`src/rtl/pwr_consts.svh`:
```
`ifndef PWR_CONSTS_SVH
`define PWR_CONSTS_SVH

// ************************************************
// Timing, in milliseconds unless named otherwise
// ************************************************
`define CLK_HZ 40000000
`define MS_PER_S 1000
`define CUR_PERIOD_MS 3
`define VOLT_PERIOD_MS 30
`define SLEEP_CHECK_MS 12
`define DEEP_EXIT_MS 250
`define RST_SHUT_MS 1000
`define SLOW_OSC_RUN_HZ 262144
`define SLOW_OSC_LOW_HZ 32768
`define FAST_OSC_HZ 16780000

// ************************************************
// Register offsets
// ************************************************
`define A_CTRL 8'h00
`define A_CMD 8'h04
`define A_STAT 8'h08
`define A_CURTHR 8'h0c
`define A_PACKTHR 8'h10
`define A_TIME 8'h14

// ************************************************
// Field positions
// ************************************************
`define CTRL_FAST_CONV 0
`define CTRL_SLEEP_CHG_OFF 1
`define CTRL_SLEEP_DSG_SF 2
`define CTRL_DEEP_SLOW_KEEP 3
`define CTRL_DEEP_AUX_KEEP 4
`define CTRL_VMULT_LSB 8
`define CTRL_VMULT_MSB 11
`define CMD_SLEEP_ALLOW 0
`define CMD_SLEEP_DENY 1
`define CMD_SLEEP_EXIT 2
`define CMD_DEEP_ENTER 3
`define CMD_DEEP_EXIT 4
`define CMD_CFG_ENTER 5
`define CMD_CFG_EXIT 6

// ************************************************
// Reset values
// ************************************************
`define CTRL_RST 32'h0000_0010
`define CURTHR_RST 32'h0064_000a
`define PACKTHR_RST 32'h2ee0_0190
`define TIME_RST 32'h0000_0505

`endif

```
`src/rtl/pwr_pkg.sv`:
```
package pwr_pkg;

    typedef enum logic [2:0] {
        M_NORMAL,
        M_SLEEP,
        M_DEEP,
        M_DEEP_EXIT,
        M_SHUTDOWN,
        M_CFG
    } mode_t;

endpackage

```
`src/rtl/pwr_mode_ctrl.sv`:
```
`timescale 1ns/1ps
`include "pwr_consts.svh"

module pwr_mode_ctrl #(
    parameter int MS_CYCLES = `CLK_HZ / `MS_PER_S
) (
    // Clock and reset
    input wire logic clk,
    input wire logic rst_n,
    // AHB-Lite slave
    input wire logic hsel,
    input wire logic [31:0] haddr,
    input wire logic [1:0] htrans,
    input wire logic hwrite,
    input wire logic [2:0] hsize,
    input wire logic [31:0] hwdata,
    input wire logic hready,
    output logic hreadyout,
    output logic hresp,
    output logic [31:0] hrdata,
    // Pins
    input wire logic rst_shut_pin,
    input wire logic load_detect_pin,
    input wire logic supply_low_pin,
    // Measurement results
    input wire logic [15:0] slow_current_reading,
    input wire logic slow_current_valid,
    input wire logic [15:0] fast_check_current,
    input wire logic fast_check_valid,
    input wire logic [15:0] pack_mv,
    input wire logic [15:0] stack_mv,
    input wire logic volt_valid,
    input wire logic meas_loop_done,
    // Events and requests
    input wire logic sleep_strap,
    input wire logic protection_fault,
    input wire logic charger_attach,
    input wire logic fast_osc_need,
    // Measurement control
    output logic meas_current_tick,
    output logic meas_voltage_tick,
    output logic fast_check_tick,
    output logic fast_conv,
    output logic protections_en,
    output logic comparators_en,
    // Switches and power
    output logic discharge_switch_en,
    output logic discharge_source_follower,
    output logic charge_switch_en,
    output logic precharge_switch_en,
    output logic predischarge_switch_en,
    output logic auxiliary_regulator_en,
    output logic slow_oscillator_en,
    output logic slow_oscillator_fast,
    output logic fast_oscillator_en,
    output logic logic_reset,
    output logic power_off
);

    localparam logic [15:0] MS_LAST = 16'(MS_CYCLES - 1);
    localparam logic [9:0] SEC_LAST = 10'(`MS_PER_S - 1);
    localparam logic [1:0] CUR_LAST = 2'(`CUR_PERIOD_MS - 1);
    localparam logic [3:0] CHK_LAST = 4'(`SLEEP_CHECK_MS - 1);
    localparam logic [7:0] DX_LAST = 8'(`DEEP_EXIT_MS - 1);
    localparam logic [9:0] RST_LAST = 10'(`RST_SHUT_MS - 1);

    if (MS_CYCLES < 1 || MS_CYCLES > 65536) begin : g_bad_ms
        $error("MS_CYCLES out of range");
    end

    function automatic logic [15:0] mag(input logic [15:0] v);
        mag = v[15] ? 16'(-v) : v;
    endfunction

    // ************************************************
    // Pin synchronisers
    // ************************************************
    logic [2:0] pin_m_r, pin_s_r;
    logic rst_d_r, ld_d_r;
    always_ff @(posedge clk) begin
        pin_m_r <= {supply_low_pin, load_detect_pin, rst_shut_pin};
        pin_s_r <= pin_m_r;
        rst_d_r <= pin_s_r[0];
        ld_d_r <= pin_s_r[1];
    end
    wire rst_s = pin_s_r[0];
    wire ld_rise = pin_s_r[1] && !ld_d_r;
    wire supply_low = pin_s_r[2];
    assign logic_reset = rst_s;

    // ************************************************
    // Registers and bus
    // ************************************************
    pwr_pkg::mode_t mode_r, mode_nxt;
    logic [31:0] ctrl_r, curthr_r, packthr_r, time_r, hrdata_r;
    logic [6:0] cmd_r;
    logic wr_pend_r;
    logic [7:0] wr_addr_r;
    logic sleep_allowed_r, init_r, meas_hold_r;
    logic [7:0] hyst_cnt_r;

    wire accept = hsel && hready && htrans[1];
    wire in_shut = mode_r == pwr_pkg::M_SHUTDOWN;
    wire wr_ctrl = wr_pend_r && wr_addr_r == `A_CTRL;
    wire wr_cmd = wr_pend_r && wr_addr_r == `A_CMD && !in_shut;
    wire wr_cur = wr_pend_r && wr_addr_r == `A_CURTHR;
    wire wr_pack = wr_pend_r && wr_addr_r == `A_PACKTHR;
    wire wr_time = wr_pend_r && wr_addr_r == `A_TIME;
    wire [31:0] stat_w = {25'h0, hyst_cnt_r != 8'h00, meas_hold_r,
        mode_r == pwr_pkg::M_SLEEP, sleep_allowed_r, mode_r};
    wire [31:0] rdata_nxt = haddr[7:0] == `A_CTRL ? ctrl_r :
        haddr[7:0] == `A_STAT ? stat_w :
        haddr[7:0] == `A_CURTHR ? curthr_r :
        haddr[7:0] == `A_PACKTHR ? packthr_r :
        haddr[7:0] == `A_TIME ? time_r : 32'h0;

    assign hreadyout = 1'b1;
    assign hresp = 1'b0;
    assign hrdata = hrdata_r;

    always_ff @(posedge clk) begin
        if (!rst_n) begin
            wr_pend_r <= 1'b0;
            wr_addr_r <= 8'h00;
            hrdata_r <= 32'h0;
        end else begin
            wr_pend_r <= accept && hwrite;
            wr_addr_r <= haddr[7:0];
            if (accept && !hwrite) begin
                hrdata_r <= rdata_nxt;
            end
        end
    end

    always_ff @(posedge clk) begin
        if (!rst_n || in_shut) begin
            ctrl_r <= `CTRL_RST;
            curthr_r <= `CURTHR_RST;
            packthr_r <= `PACKTHR_RST;
            time_r <= `TIME_RST;
            cmd_r <= 7'h00;
        end else begin
            if (wr_ctrl) ctrl_r <= hwdata;
            if (wr_cur) curthr_r <= hwdata;
            if (wr_pack) packthr_r <= hwdata;
            if (wr_time) time_r <= hwdata;
            cmd_r <= wr_cmd ? hwdata[6:0] : 7'h00;
        end
    end

    wire [15:0] relax_thr = curthr_r[15:0];
    wire [15:0] wake_thr = curthr_r[31:16];
    wire [15:0] pack_delta = packthr_r[15:0];
    wire [15:0] stack_thr = packthr_r[31:16];
    wire [7:0] hyst_s = time_r[7:0];
    wire [7:0] int_s = time_r[15:8];
    wire [3:0] vmult = ctrl_r[`CTRL_VMULT_MSB:`CTRL_VMULT_LSB];
    assign fast_conv = ctrl_r[`CTRL_FAST_CONV];

    // ************************************************
    // Time base
    // ************************************************
    logic [15:0] ms_cnt_r;
    logic [9:0] sec_cnt_r, rst_cnt_r;
    logic [1:0] cur_cnt_r;
    logic [8:0] volt_cnt_r;
    logic [3:0] chk_cnt_r;
    logic [7:0] int_cnt_r, dx_cnt_r;
    logic loop_req_r;

    wire ms_tick = ms_cnt_r == MS_LAST;
    wire sec_tick = ms_tick && sec_cnt_r == SEC_LAST;
    wire cur_due = ms_tick && cur_cnt_r == CUR_LAST;
    wire [8:0] volt_last = 9'(`VOLT_PERIOD_MS * ({5'h0, vmult} + 9'h1) - 1);
    wire volt_due = ms_tick && volt_cnt_r >= volt_last;
    wire chk_due = ms_tick && chk_cnt_r == CHK_LAST;
    wire [7:0] int_last = int_s == 8'h00 ? 8'h00 : int_s - 8'h01;
    wire int_due = sec_tick && int_cnt_r >= int_last;
    wire dx_done = dx_cnt_r == DX_LAST;
    wire loop_go = mode_r == pwr_pkg::M_DEEP_EXIT && dx_done && !loop_req_r;
    wire rst_long = rst_s && ms_tick && rst_cnt_r == RST_LAST;
    wire rst_short = rst_d_r && !rst_s;
    wire in_sleep = mode_r == pwr_pkg::M_SLEEP;

    always_ff @(posedge clk) begin
        if (!rst_n) begin
            ms_cnt_r <= 16'h0;
            sec_cnt_r <= 10'h0;
            cur_cnt_r <= 2'h0;
            volt_cnt_r <= 9'h0;
        end else begin
            ms_cnt_r <= ms_tick ? 16'h0 : ms_cnt_r + 16'h1;
            if (ms_tick) begin
                sec_cnt_r <= sec_tick ? 10'h0 : sec_cnt_r + 10'h1;
                cur_cnt_r <= cur_due ? 2'h0 : cur_cnt_r + 2'h1;
                volt_cnt_r <= volt_due ? 9'h0 : volt_cnt_r + 9'h1;
            end
        end
    end

    always_ff @(posedge clk) begin
        if (!rst_n) begin
            chk_cnt_r <= 4'h0;
            int_cnt_r <= 8'h0;
            dx_cnt_r <= 8'h0;
            loop_req_r <= 1'b0;
            rst_cnt_r <= 10'h0;
        end else begin
            if (!in_sleep) chk_cnt_r <= 4'h0;
            else if (ms_tick) chk_cnt_r <= chk_due ? 4'h0 : chk_cnt_r + 4'h1;
            if (!in_sleep) int_cnt_r <= 8'h0;
            else if (sec_tick) int_cnt_r <= int_due ? 8'h0 : int_cnt_r + 8'h1;
            if (mode_r != pwr_pkg::M_DEEP_EXIT) begin
                dx_cnt_r <= 8'h0;
                loop_req_r <= 1'b0;
            end else begin
                if (ms_tick && !dx_done) dx_cnt_r <= dx_cnt_r + 8'h1;
                if (loop_go) loop_req_r <= 1'b1;
            end
            if (!rst_s) rst_cnt_r <= 10'h0;
            else if (ms_tick && rst_cnt_r != RST_LAST) rst_cnt_r <= rst_cnt_r + 10'h1;
        end
    end

    // ************************************************
    // Mode sequencing
    // ************************************************
    wire relax = slow_current_valid && mag(slow_current_reading) < relax_thr;
    wire cur_wake = (fast_check_valid && mag(fast_check_current) > wake_thr)
        || (slow_current_valid && mag(slow_current_reading) > wake_thr);
    wire pack_wake = volt_valid && pack_mv > stack_mv
        && pack_mv - stack_mv > pack_delta && stack_mv < stack_thr;
    wire sleep_exit = protection_fault || cur_wake || charger_attach
        || cmd_r[`CMD_SLEEP_EXIT] || cmd_r[`CMD_SLEEP_DENY] || rst_short || pack_wake;
    wire deep_wake = cmd_r[`CMD_DEEP_EXIT] || rst_short || ld_rise;

    always_comb begin
        mode_nxt = mode_r;
        case (mode_r)
            pwr_pkg::M_NORMAL: begin
                if (cmd_r[`CMD_CFG_ENTER]) mode_nxt = pwr_pkg::M_CFG;
                else if (cmd_r[`CMD_DEEP_ENTER]) mode_nxt = pwr_pkg::M_DEEP;
                else if (sleep_allowed_r && relax && hyst_cnt_r == 8'h00
                    && !protection_fault) mode_nxt = pwr_pkg::M_SLEEP;
            end
            pwr_pkg::M_SLEEP: begin
                if (cmd_r[`CMD_DEEP_ENTER]) mode_nxt = pwr_pkg::M_DEEP;
                else if (sleep_exit) mode_nxt = pwr_pkg::M_NORMAL;
            end
            pwr_pkg::M_DEEP: begin
                if (supply_low) mode_nxt = pwr_pkg::M_SHUTDOWN;
                else if (deep_wake) mode_nxt = pwr_pkg::M_DEEP_EXIT;
            end
            pwr_pkg::M_DEEP_EXIT: begin
                if (loop_req_r && meas_loop_done) mode_nxt = pwr_pkg::M_NORMAL;
            end
            pwr_pkg::M_CFG: begin
                if (cmd_r[`CMD_CFG_EXIT]) mode_nxt = pwr_pkg::M_NORMAL;
            end
            pwr_pkg::M_SHUTDOWN: mode_nxt = pwr_pkg::M_SHUTDOWN;
            default: mode_nxt = pwr_pkg::M_NORMAL;
        endcase
        if (rst_long) mode_nxt = pwr_pkg::M_SHUTDOWN;
    end

    wire to_normal = mode_nxt == pwr_pkg::M_NORMAL
        && (in_sleep || mode_r == pwr_pkg::M_DEEP_EXIT);
    wire hold_set = in_sleep && to_normal && cur_wake;

    always_ff @(posedge clk) begin
        if (!rst_n) begin
            mode_r <= pwr_pkg::M_NORMAL;
            sleep_allowed_r <= 1'b0;
            init_r <= 1'b0;
            meas_hold_r <= 1'b0;
            hyst_cnt_r <= 8'h0;
        end else begin
            mode_r <= mode_nxt;
            init_r <= 1'b1;
            if (!init_r) sleep_allowed_r <= sleep_strap;
            else if (cmd_r[`CMD_SLEEP_ALLOW]) sleep_allowed_r <= 1'b1;
            else if (cmd_r[`CMD_SLEEP_DENY]) sleep_allowed_r <= 1'b0;
            if (hold_set) meas_hold_r <= 1'b1;
            else if (sec_tick) meas_hold_r <= 1'b0;
            if (to_normal) hyst_cnt_r <= hyst_s;
            else if (sec_tick && hyst_cnt_r != 8'h00) hyst_cnt_r <= hyst_cnt_r - 8'h1;
        end
    end

    // ************************************************
    // Outputs
    // ************************************************
    wire n_norm = mode_nxt == pwr_pkg::M_NORMAL || mode_nxt == pwr_pkg::M_CFG;
    wire n_sleep = mode_nxt == pwr_pkg::M_SLEEP;
    wire n_deep = mode_nxt == pwr_pkg::M_DEEP;
    wire n_shut = mode_nxt == pwr_pkg::M_SHUTDOWN;
    wire n_meas = mode_nxt == pwr_pkg::M_NORMAL && !meas_hold_r && !hold_set;
    wire dsg_nxt = n_norm || n_sleep;
    wire chg_nxt = n_norm || (n_sleep && !ctrl_r[`CTRL_SLEEP_CHG_OFF]);

    always_ff @(posedge clk) begin
        if (!rst_n) begin
            meas_current_tick <= 1'b0;
            meas_voltage_tick <= 1'b0;
            fast_check_tick <= 1'b0;
            protections_en <= 1'b0;
            comparators_en <= 1'b0;
            discharge_switch_en <= 1'b0;
            discharge_source_follower <= 1'b0;
            charge_switch_en <= 1'b0;
            precharge_switch_en <= 1'b0;
            predischarge_switch_en <= 1'b0;
            auxiliary_regulator_en <= 1'b0;
            slow_oscillator_en <= 1'b0;
            slow_oscillator_fast <= 1'b0;
            fast_oscillator_en <= 1'b0;
            power_off <= 1'b0;
        end else begin
            meas_current_tick <= (n_meas && cur_due) || (n_sleep && int_due) || loop_go;
            meas_voltage_tick <= (n_meas && volt_due) || (n_sleep && int_due) || loop_go;
            fast_check_tick <= n_sleep && chk_due;
            protections_en <= mode_nxt == pwr_pkg::M_NORMAL || n_sleep
                || mode_nxt == pwr_pkg::M_DEEP_EXIT;
            comparators_en <= mode_nxt == pwr_pkg::M_NORMAL || n_sleep;
            discharge_switch_en <= dsg_nxt;
            discharge_source_follower <= n_sleep && ctrl_r[`CTRL_SLEEP_DSG_SF];
            charge_switch_en <= chg_nxt;
            precharge_switch_en <= chg_nxt && !n_sleep;
            predischarge_switch_en <= dsg_nxt && !n_sleep;
            auxiliary_regulator_en <= !n_shut && (!n_deep || ctrl_r[`CTRL_DEEP_AUX_KEEP]);
            slow_oscillator_en <= !n_shut && (!n_deep || ctrl_r[`CTRL_DEEP_SLOW_KEEP]);
            slow_oscillator_fast <= n_norm || mode_nxt == pwr_pkg::M_DEEP_EXIT;
            fast_oscillator_en <= fast_osc_need && !n_shut;
            power_off <= n_shut;
        end
    end

    // ************************************************
    // Checks
    // ************************************************
    shut_sticky_a: assert property (@(posedge clk) disable iff (!rst_n)
        in_shut |=> in_shut && power_off && !discharge_switch_en && !auxiliary_regulator_en)
        else $error("shutdown left or outputs live");
    deep_off_a: assert property (@(posedge clk) disable iff (!rst_n)
        mode_r == pwr_pkg::M_DEEP |-> !discharge_switch_en && !charge_switch_en
            && !protections_en && !meas_current_tick)
        else $error("deep mode outputs active");
    sleep_dsg_a: assert property (@(posedge clk) disable iff (!rst_n)
        in_sleep |-> discharge_switch_en && !slow_oscillator_fast && slow_oscillator_en)
        else $error("sleep switch or oscillator wrong");
    normal_osc_a: assert property (@(posedge clk) disable iff (!rst_n)
        mode_r == pwr_pkg::M_NORMAL && $past(rst_n)
            |-> slow_oscillator_en && slow_oscillator_fast)
        else $error("normal oscillator wrong");
    long_pin_a: assert property (@(posedge clk) disable iff (!rst_n)
        rst_long |=> in_shut)
        else $error("long pin did not shut down");
    hyst_block_a: assert property (@(posedge clk) disable iff (!rst_n)
        mode_r == pwr_pkg::M_NORMAL && hyst_cnt_r != 8'h00 |=> !in_sleep)
        else $error("sleep during hysteresis");
    sleep_permit_a: assert property (@(posedge clk) disable iff (!rst_n)
        in_sleep && $past(mode_r) == pwr_pkg::M_NORMAL |-> $past(sleep_allowed_r))
        else $error("sleep without permit");
    deep_exit_wait_a: assert property (@(posedge clk) disable iff (!rst_n)
        mode_r == pwr_pkg::M_DEEP_EXIT && !loop_req_r |=> mode_r != pwr_pkg::M_NORMAL)
        else $error("deep exit too early");
    hold_meas_a: assert property (@(posedge clk) disable iff (!rst_n)
        $rose(meas_hold_r) |-> !meas_current_tick [*2])
        else $error("measurement during hold");
    deep_supply_a: assert property (@(posedge clk) disable iff (!rst_n)
        mode_r == pwr_pkg::M_DEEP && supply_low |=> in_shut)
        else $error("supply low ignored in deep");

endmodule // pwr_mode_ctrl

```
`config.mk`:
```
export PLATFORM = sky130hd
export DESIGN_NAME = pwr_mode_ctrl
export DESIGN_NICKNAME = d
export VERILOG_FILES = /design/src/rtl/pwr_pkg.sv /design/src/rtl/pwr_mode_ctrl.sv
export VERILOG_INCLUDE_DIRS = /design/src /design/src/rtl
export SDC_FILE = /design/constraint.sdc
export NUM_CORES = 1
export LEC_CHECK = 0
export BUFFER_PORTS_ARGS = -buffer_cell sky130_fd_sc_hd__buf_4
export CAP_MARGIN = 20
export CORE_MARGIN = 2
export CORE_UTILIZATION = 43
export DETAILED_ROUTE_END_ITERATION = 8
export HOLD_SLACK_MARGIN = 0.05
export PLACE_DENSITY_LB_ADDON = 0.12
export SLEW_MARGIN = 25
export SYNTH_ARGS = -nofsm -noshare
export SYNTH_HDL_FRONTEND = slang
export SYNTH_SLANG_ARGS = --single-unit
```
`constraint.sdc`:
```
create_clock -name clk -period 5.05 [get_ports clk]
set_input_delay 1.01 -clock clk [delete_from_list [all_inputs] [get_ports clk]]
set_output_delay 1.01 -clock clk [all_outputs]
set_load 0.1 [all_outputs]
```
==> results.toml, run 1 <==
[outcome]
outcome = "finished clean"

[floorplan]
rows = 69
dieArea_um2 = 37600
die_w_um = 194
ioPinCount = 200
die_y_um = 194
initial_core_util_pct = 43.6
fp.coreArea_um2 = 35600

[timing]
max_freq_mhz = 210
post-route-min-period_ns = 4.75
skew_ns = 0.0239
slew_headroom_pct = 30.7
hold_violations = 0
maxSlewViolCount = 0
finalCritPeriodShare_pct = 94.1
setup_viol = 0
worst_slack_ns = 0.296
rsz0062_at_grt = "false"
tightest_slew_ns = 1.04

[placement]
routabilityCongestion = 0.861
io_buffers = 169
dp.cells = 2522
dp_slack_ns = -0.188
dpl.hpwl_mm = 34.0

[global_routing]
antenna_found_initial = 0
track_usage_pct = 23.7
grt_max_degree = 73
overflow = 0
first_global_vias = 13300
grt_pass1_wl_mm = 72.0

[detailed_routing]
remaining_drc_errors = 0
via_per_inst = 5.40
drtPass1Iterations = 6
drtIter0Drc = 840
drt-total-wl_mm = 46.0
wl_per_cell_um = 17.9
final_antenna_net_count = 0
vias = 13900

[flow_run]
maxCapViolCount = 0

[yosys]
netlist_instances = 1936
synth_ff_type = "dfxtp_1"
ys_ff_latch = 281
syn-num-nets = 2225
ys_warn_count = 0
yosysTopAreaCellShare_pct = 36.2
seq_area_frac_synth_pct = 36.2
syn_avg_cell_area_um2 = 8.02
synthArstFlopShare_pct = 0
synth_area_leaders = "dfxtp_1 36%, ha_1 11%, nand2_1 9.1%"
synth_top_area_cell = "dfxtp_1"
synth-edff-count = 0
ys_types = 76
netlist_area_um2 = 15500

[cells_and_area]
syn_to_final_growth_pct = 18.7
insertedDiodeCount = 0
drive_gt1_share_pct = 13.8
fin_cells = 2577
fillCellCount = 3436
final_nets = 2383

[clock_network]
cts_buffer_depth = 3
cts_sinks = 281
cts_htree_levels = 1
cts_tree = "yes"
cts_hold_buf = 0
path_clk_slew_ns = 0.06
cts_buffers = 30
clock_latency_ns = 0.56
postCtsSetupBuffers = 0
cts-root-buf = "clkbuf_16"
cts_resized = 0

[worst_hold_path]
min_path_type = "register to register"

[pwr]
seq_power_share_pct = 43.8
power.total_w = 0.00516
combPwrFrac_pct = 13.3
p_int_w = 0.00381
power.density_nw_per_um2 = 280
swShare_pct = 26.2
p_switching_w = 0.00135
cellLeakagePower_nw = 7.37
clockPowerShare_pct = 43.0
ir_drop_mv = 0.293

[worst_setup_path]
cp.required_ns = 5.49
rrSetupSlack_ns = 0.30
crit_type = "register to register"
cp_data_arrival_time_ns = 5.19
worstPathMaxFanout = 7
endpoint_kind = "register"
startpoint_type = "register"
-- placed cells by master, fill, tap and decap left out, drive strengths merged, types with 4 or more instances in the layout --
master  synthesis  routed
nand2b         17      17
or3            11      11
nand3          37      37
nor2b          12      12
and3           13      13
nor4           10      10
and2           22      22
nor3           27      27
a211oi         18      18
xor2           42      42
or2             7       7
o31ai           8       8
nor4bb          4       4
a31oi           8       8
or4             5       5
o41ai           7       7
nor3b           6       6
xnor2          68      68
nand2         375     375
a21oi         186     186
nand3b          6       6
clkbuf         75      38
a222oi          6       6
a21o           16      16
clkinv          0       9
nor2          148     148
fa              7       7
ha            133     133
buf             7     208
o21ai          89      89
mux2i          42      42
inv           116     117
o211ai         24      24
a221oi         20      20
dfxtp         281     281
nand4          34      34
and4            5       5
-- final timing paths --
check,startpoint,endpoint,cells after the start
setup / recovery,ctrl_r[8],meas_voltage_tick,17
hold / removal,pin_m_r[0],pin_s_r[0],0
setup reg to reg,ctrl_r[8],meas_voltage_tick,17
hold reg to reg,pin_m_r[0],pin_s_r[0],0
-- flip-flops by register name (all words and copies together), names as in the netlist, 2 cells and up --
| signal | flops |
|---|---|
| ctrl_r | 32 |
| curthr_r | 32 |
| hrdata | 32 |
| packthr_r | 32 |
| time_r | 32 |
| ms_cnt_r | 16 |
| rst_cnt_r | 10 |
| sec_cnt_r | 10 |
| volt_cnt_r | 9 |
| dx_cnt_r | 8 |
| hyst_cnt_r | 8 |
| int_cnt_r | 8 |
| wr_addr_r | 8 |
| cmd_r | 7 |
| chk_cnt_r | 4 |
| mode_r | 3 |
| pin_m_r | 3 |
| pin_s_r | 3 |
| cur_cnt_r | 2 |
-- stage by stage --
step	TNS (ns)	util [%]	cell area [µm²]	hold slack, ns
global placement	-0.0369	48.9	17400	0.314
CTS	0	51.7	18400	0.335
global route	0	51.8	18400	0.340
floorplan	0	-	15500	0.310
finish	0	51.8	18400	0.332
detailed placement	-1.88	48.9	17400	0.315
-- cell type report --
cell class / count / area [µm²] / share of cell area, %
sequential: 281 / 5630 / 30.5
clock inverter: 16 / 178 / 0.965
inverter: 116 / 435 / 2.36
timing repair buffer: 208 / 1570 / 8.55
tap: 461 / 577 / 3.13
clock buffer: 38 / 821 / 4.46
multi-input combinational: 1457 / 9210 / 50.0
-- Yosys cell counts, drive strengths merged, types with 8 or more instances --
cell,n
or3,11
and2,22
nand2,375
xnor2,68
a211oi,18
nor4,10
o31ai,8
o211ai,24
a21o,16
o21ai,89
a31oi,8
clkbuf,75
inv,116
a21oi,186
mux2i,42
nor2b,12
dfxtp,281
nand4,34
ha,133
nor2,148
and3,13
nand3,37
nor3,27
xor2,42
nand2b,17
a221oi,20
-- logic make-up (layout without fill, tap and decap cells) --
| group | count (synthesis) | count (layout) | synth area share, % |
|---|---|---|---|
| AOI/OAI and AO/OA | 413 | 413 | 16.3 |
| xor gates and xnor gates | 110 | 110 | 6.21 |
| adders and majority gates | 140 | 140 | 11.6 |
| buffers and inverters | 198 | 378 | 4.84 |
| DFF | 281 | 281 | 36.2 |
| muxes | 44 | 44 | 2.85 |
| other | 2 | 2 | 0.0484 |
| and+or+nand+nor | 748 | 748 | 21.8 |
-- metal layers --
metal / track usage, % / vias up / part of all wire (%)
met2: 39.3 / 371 / 46
met3: 3.44 / 97 / 5.3
met5: 0 / - / 0
li1: - / 7001 / -
met1: 30.5 / 6458 / 44
met4: 11.0 / 0 / 4.9
-- power groups by stage --
| stage | logic, W | registers, W | clock network (W) |
|---|---|---|---|
| floorplan | 0.000329 | 0.00240 | 0 |
| global placement | 0.000667 | 0.00231 | 0 |
| detailed placement | 0.000680 | 0.00231 | 0 |
| CTS | 0.000683 | 0.00226 | 0.00226 |
| global route | 0.000750 | 0.00226 | 0.00235 |
| finish | 0.000684 | 0.00226 | 0.00222 |
-- worst max-delay path, cell delays in order (launching register included) --
cell and delay (ns):
dfxtp_1 0.56, ha_1 0.32, xor2_1 0.32, inv_1 0.14, fa_1 0.52, inv_1 0.05
fa_1 0.45, ha_1 0.35, xor2_1 0.16, nand2_1 0.08, or2_2 0.31, xor2_1 0.17
ha_1 0.30, a21oi_1 0.12, o21ai_0 0.14, a21o_1 0.20, a21oi_1 0.33, o41ai_2 0.13
No activity file was read; power rests on OpenSTA's default activity.
==> run 2: changes to the inputs <==
--- a/config.mk
+++ b/config.mk
@@ -10,6 +10,7 @@
 export CAP_MARGIN = 20
 export CORE_MARGIN = 2
 export CORE_UTILIZATION = 43
+export CTS_BUF_LIST = sky130_fd_sc_hd__clkbuf_4 sky130_fd_sc_hd__clkbuf_8 sky130_fd_sc_hd__clkbuf_16
 export DETAILED_ROUTE_END_ITERATION = 8
 export HOLD_SLACK_MARGIN = 0.05
 export PLACE_DENSITY_LB_ADDON = 0.12
==> run 2 against run 1 <==
  * Core utilization barely moved
  * Final cell count did not move
  * First-iteration DRC count fell by 4.9%
  * Largest power group unchanged
  * Highest routed layer unchanged
==> results.toml, run 2 (synthesized netlist as in run 1, its figures left out) <==
[floorplan]
die_y_um = 194
dieArea_um2 = 37600
initial_core_util_pct = 43.6
ioPinCount = 200
fp.coreArea_um2 = 35600
die_w_um = 194
rows = 69

[clock_network]
cts_sinks = 281
cts_htree_levels = 1
cts_resized = 0
cts_buffers = 30
path_clk_slew_ns = 0.06
postCtsSetupBuffers = 0
clock_latency_ns = 0.56
cts_tree = "yes"
cts-root-buf = "clkbuf_16"
cts_hold_buf = 0
cts_buffer_depth = 3

[detailed_routing]
remaining_drc_errors = 0
vias = 14000
via_per_inst = 5.42
drtPass1Iterations = 5
drtIter0Drc = 799
final_antenna_net_count = 0
drt-total-wl_mm = 46.2
wl_per_cell_um = 17.9

[cells_and_area]
insertedDiodeCount = 0
fillCellCount = 3433
drive_gt1_share_pct = 14.0
multi_input_comb_area_um2 = 9210
final_nets = 2383
fin_cells = 2577
regArea_um2 = 5630
final_cell_mix = "373 x nand2_1, 281 x dfxtp_1, 207 x buf_4"
syn_to_final_growth_pct = 18.8
final_common_cell = "nand2_1"

[pwr]
power.density_nw_per_um2 = 281
power.total_w = 0.00519
cellLeakagePower_nw = 7.39
ir_drop_mv = 0.294

[timing]
skew_ns = 0.0221
rsz0062_at_grt = "false"
setup_viol = 0
hold_violations = 0
finalCritPeriodShare_pct = 94.1
fin_setup_tns_ns = 0
hold_ws_ns = 0.330
max_freq_mhz = 211
maxSlewViolCount = 0
post-route-min-period_ns = 4.75
slew_headroom_pct = 32.3
tightest_slew_ns = 1.02

[placement]
dpl.hpwl_mm = 34.0
io_buffers = 169
dp.cells = 2522
routabilityCongestion = 0.861

[worst_setup_path]
endpoint_kind = "register"
cp.required_ns = 5.49
startpoint_type = "register"
crit_type = "register to register"
worstPathMaxFanout = 7
slowest_stage = "dfxtp_1"
cp_top_family = "adder cells"
worstPathCellList = "ha_1, xor2_1, inv_1, fa_1, inv_1, fa_1, ha_1, xor2_1, nand2_1, or2_2, xor2_1, ha_1, a21oi_1, o21ai_0, a21o_1, a21oi_1, o41ai_2"
path_buf_inv = 2
cp_data_arrival_time_ns = 5.19
slowest_delay_ns = 0.56

[outcome]
outcome = "finished clean"

[flow_run]
maxCapViolCount = 0

[global_routing]
grt_max_degree = 73
first_global_vias = 13300
track_usage_pct = 23.7
antenna_found_initial = 0
grt_pass1_wl_mm = 72.0
overflow = 0

[worst_hold_path]
min_path_type = "register to register"
run 2: cell counts in the layout (fill, tap and decap cells not counted):
Identical to the previous run, type by type.
run 2: final timing paths:
kind | from | end | slack (ns) | cells past startpoint
worst max register to register | ctrl_r[8] | meas_voltage_tick | 0.30 | 17
worst max-delay path | ctrl_r[8] | meas_voltage_tick | 0.30 | 17
worst min-delay path | pin_m_r[0] | pin_s_r[0] | 0.33 | 0
worst min register to register | pin_m_r[0] | pin_s_r[0] | 0.33 | 0
run 2: stage by stage:
stage | setup slack (ns) | utilization (%) | cell area (µm²)
CTS | 0.163 | 51.8 | 18400
floorplan | 0.411 | - | 15500
detailed placement | -0.188 | 48.9 | 17400
global placement | -0.00617 | 48.9 | 17400
global route | 0.0113 | 51.8 | 18400
finish | 0.300 | 51.8 | 18400
run 2: final cells by class:
| class | count | share of cell area, % |
|---|---|---|
| Inverter | 116 | 2.36 |
| Sequential cell | 281 | 30.5 |
| Clock buffer | 38 | 4.53 |
| Tap cell | 461 | 3.13 |
| Clock inverter | 16 | 0.964 |
| Timing Repair Buffer | 208 | 8.54 |
| Multi-Input combinational cell | 1457 | 50.0 |
run 2: layer usage:
metal	global-route usage (%)	up-vias	wire, µm
met2	39.3	390	21100
met5	0	-	0
met1	30.6	6488	20300
met3	3.44	95	2550
met4	10.8	0	2210
li1	-	7006	-
run 2: where the power goes:
group	leakage (nW)	switching [W]	total, W	internal (W)
Combinational	4.61	0.000420	0.000685	0.000265
Sequential	2.28	0.0000168	0.00226	0.00224
Clock	0.502	0.000920	0.00224	0.00132
Total	7.39	0.00136	0.00519	0.00383
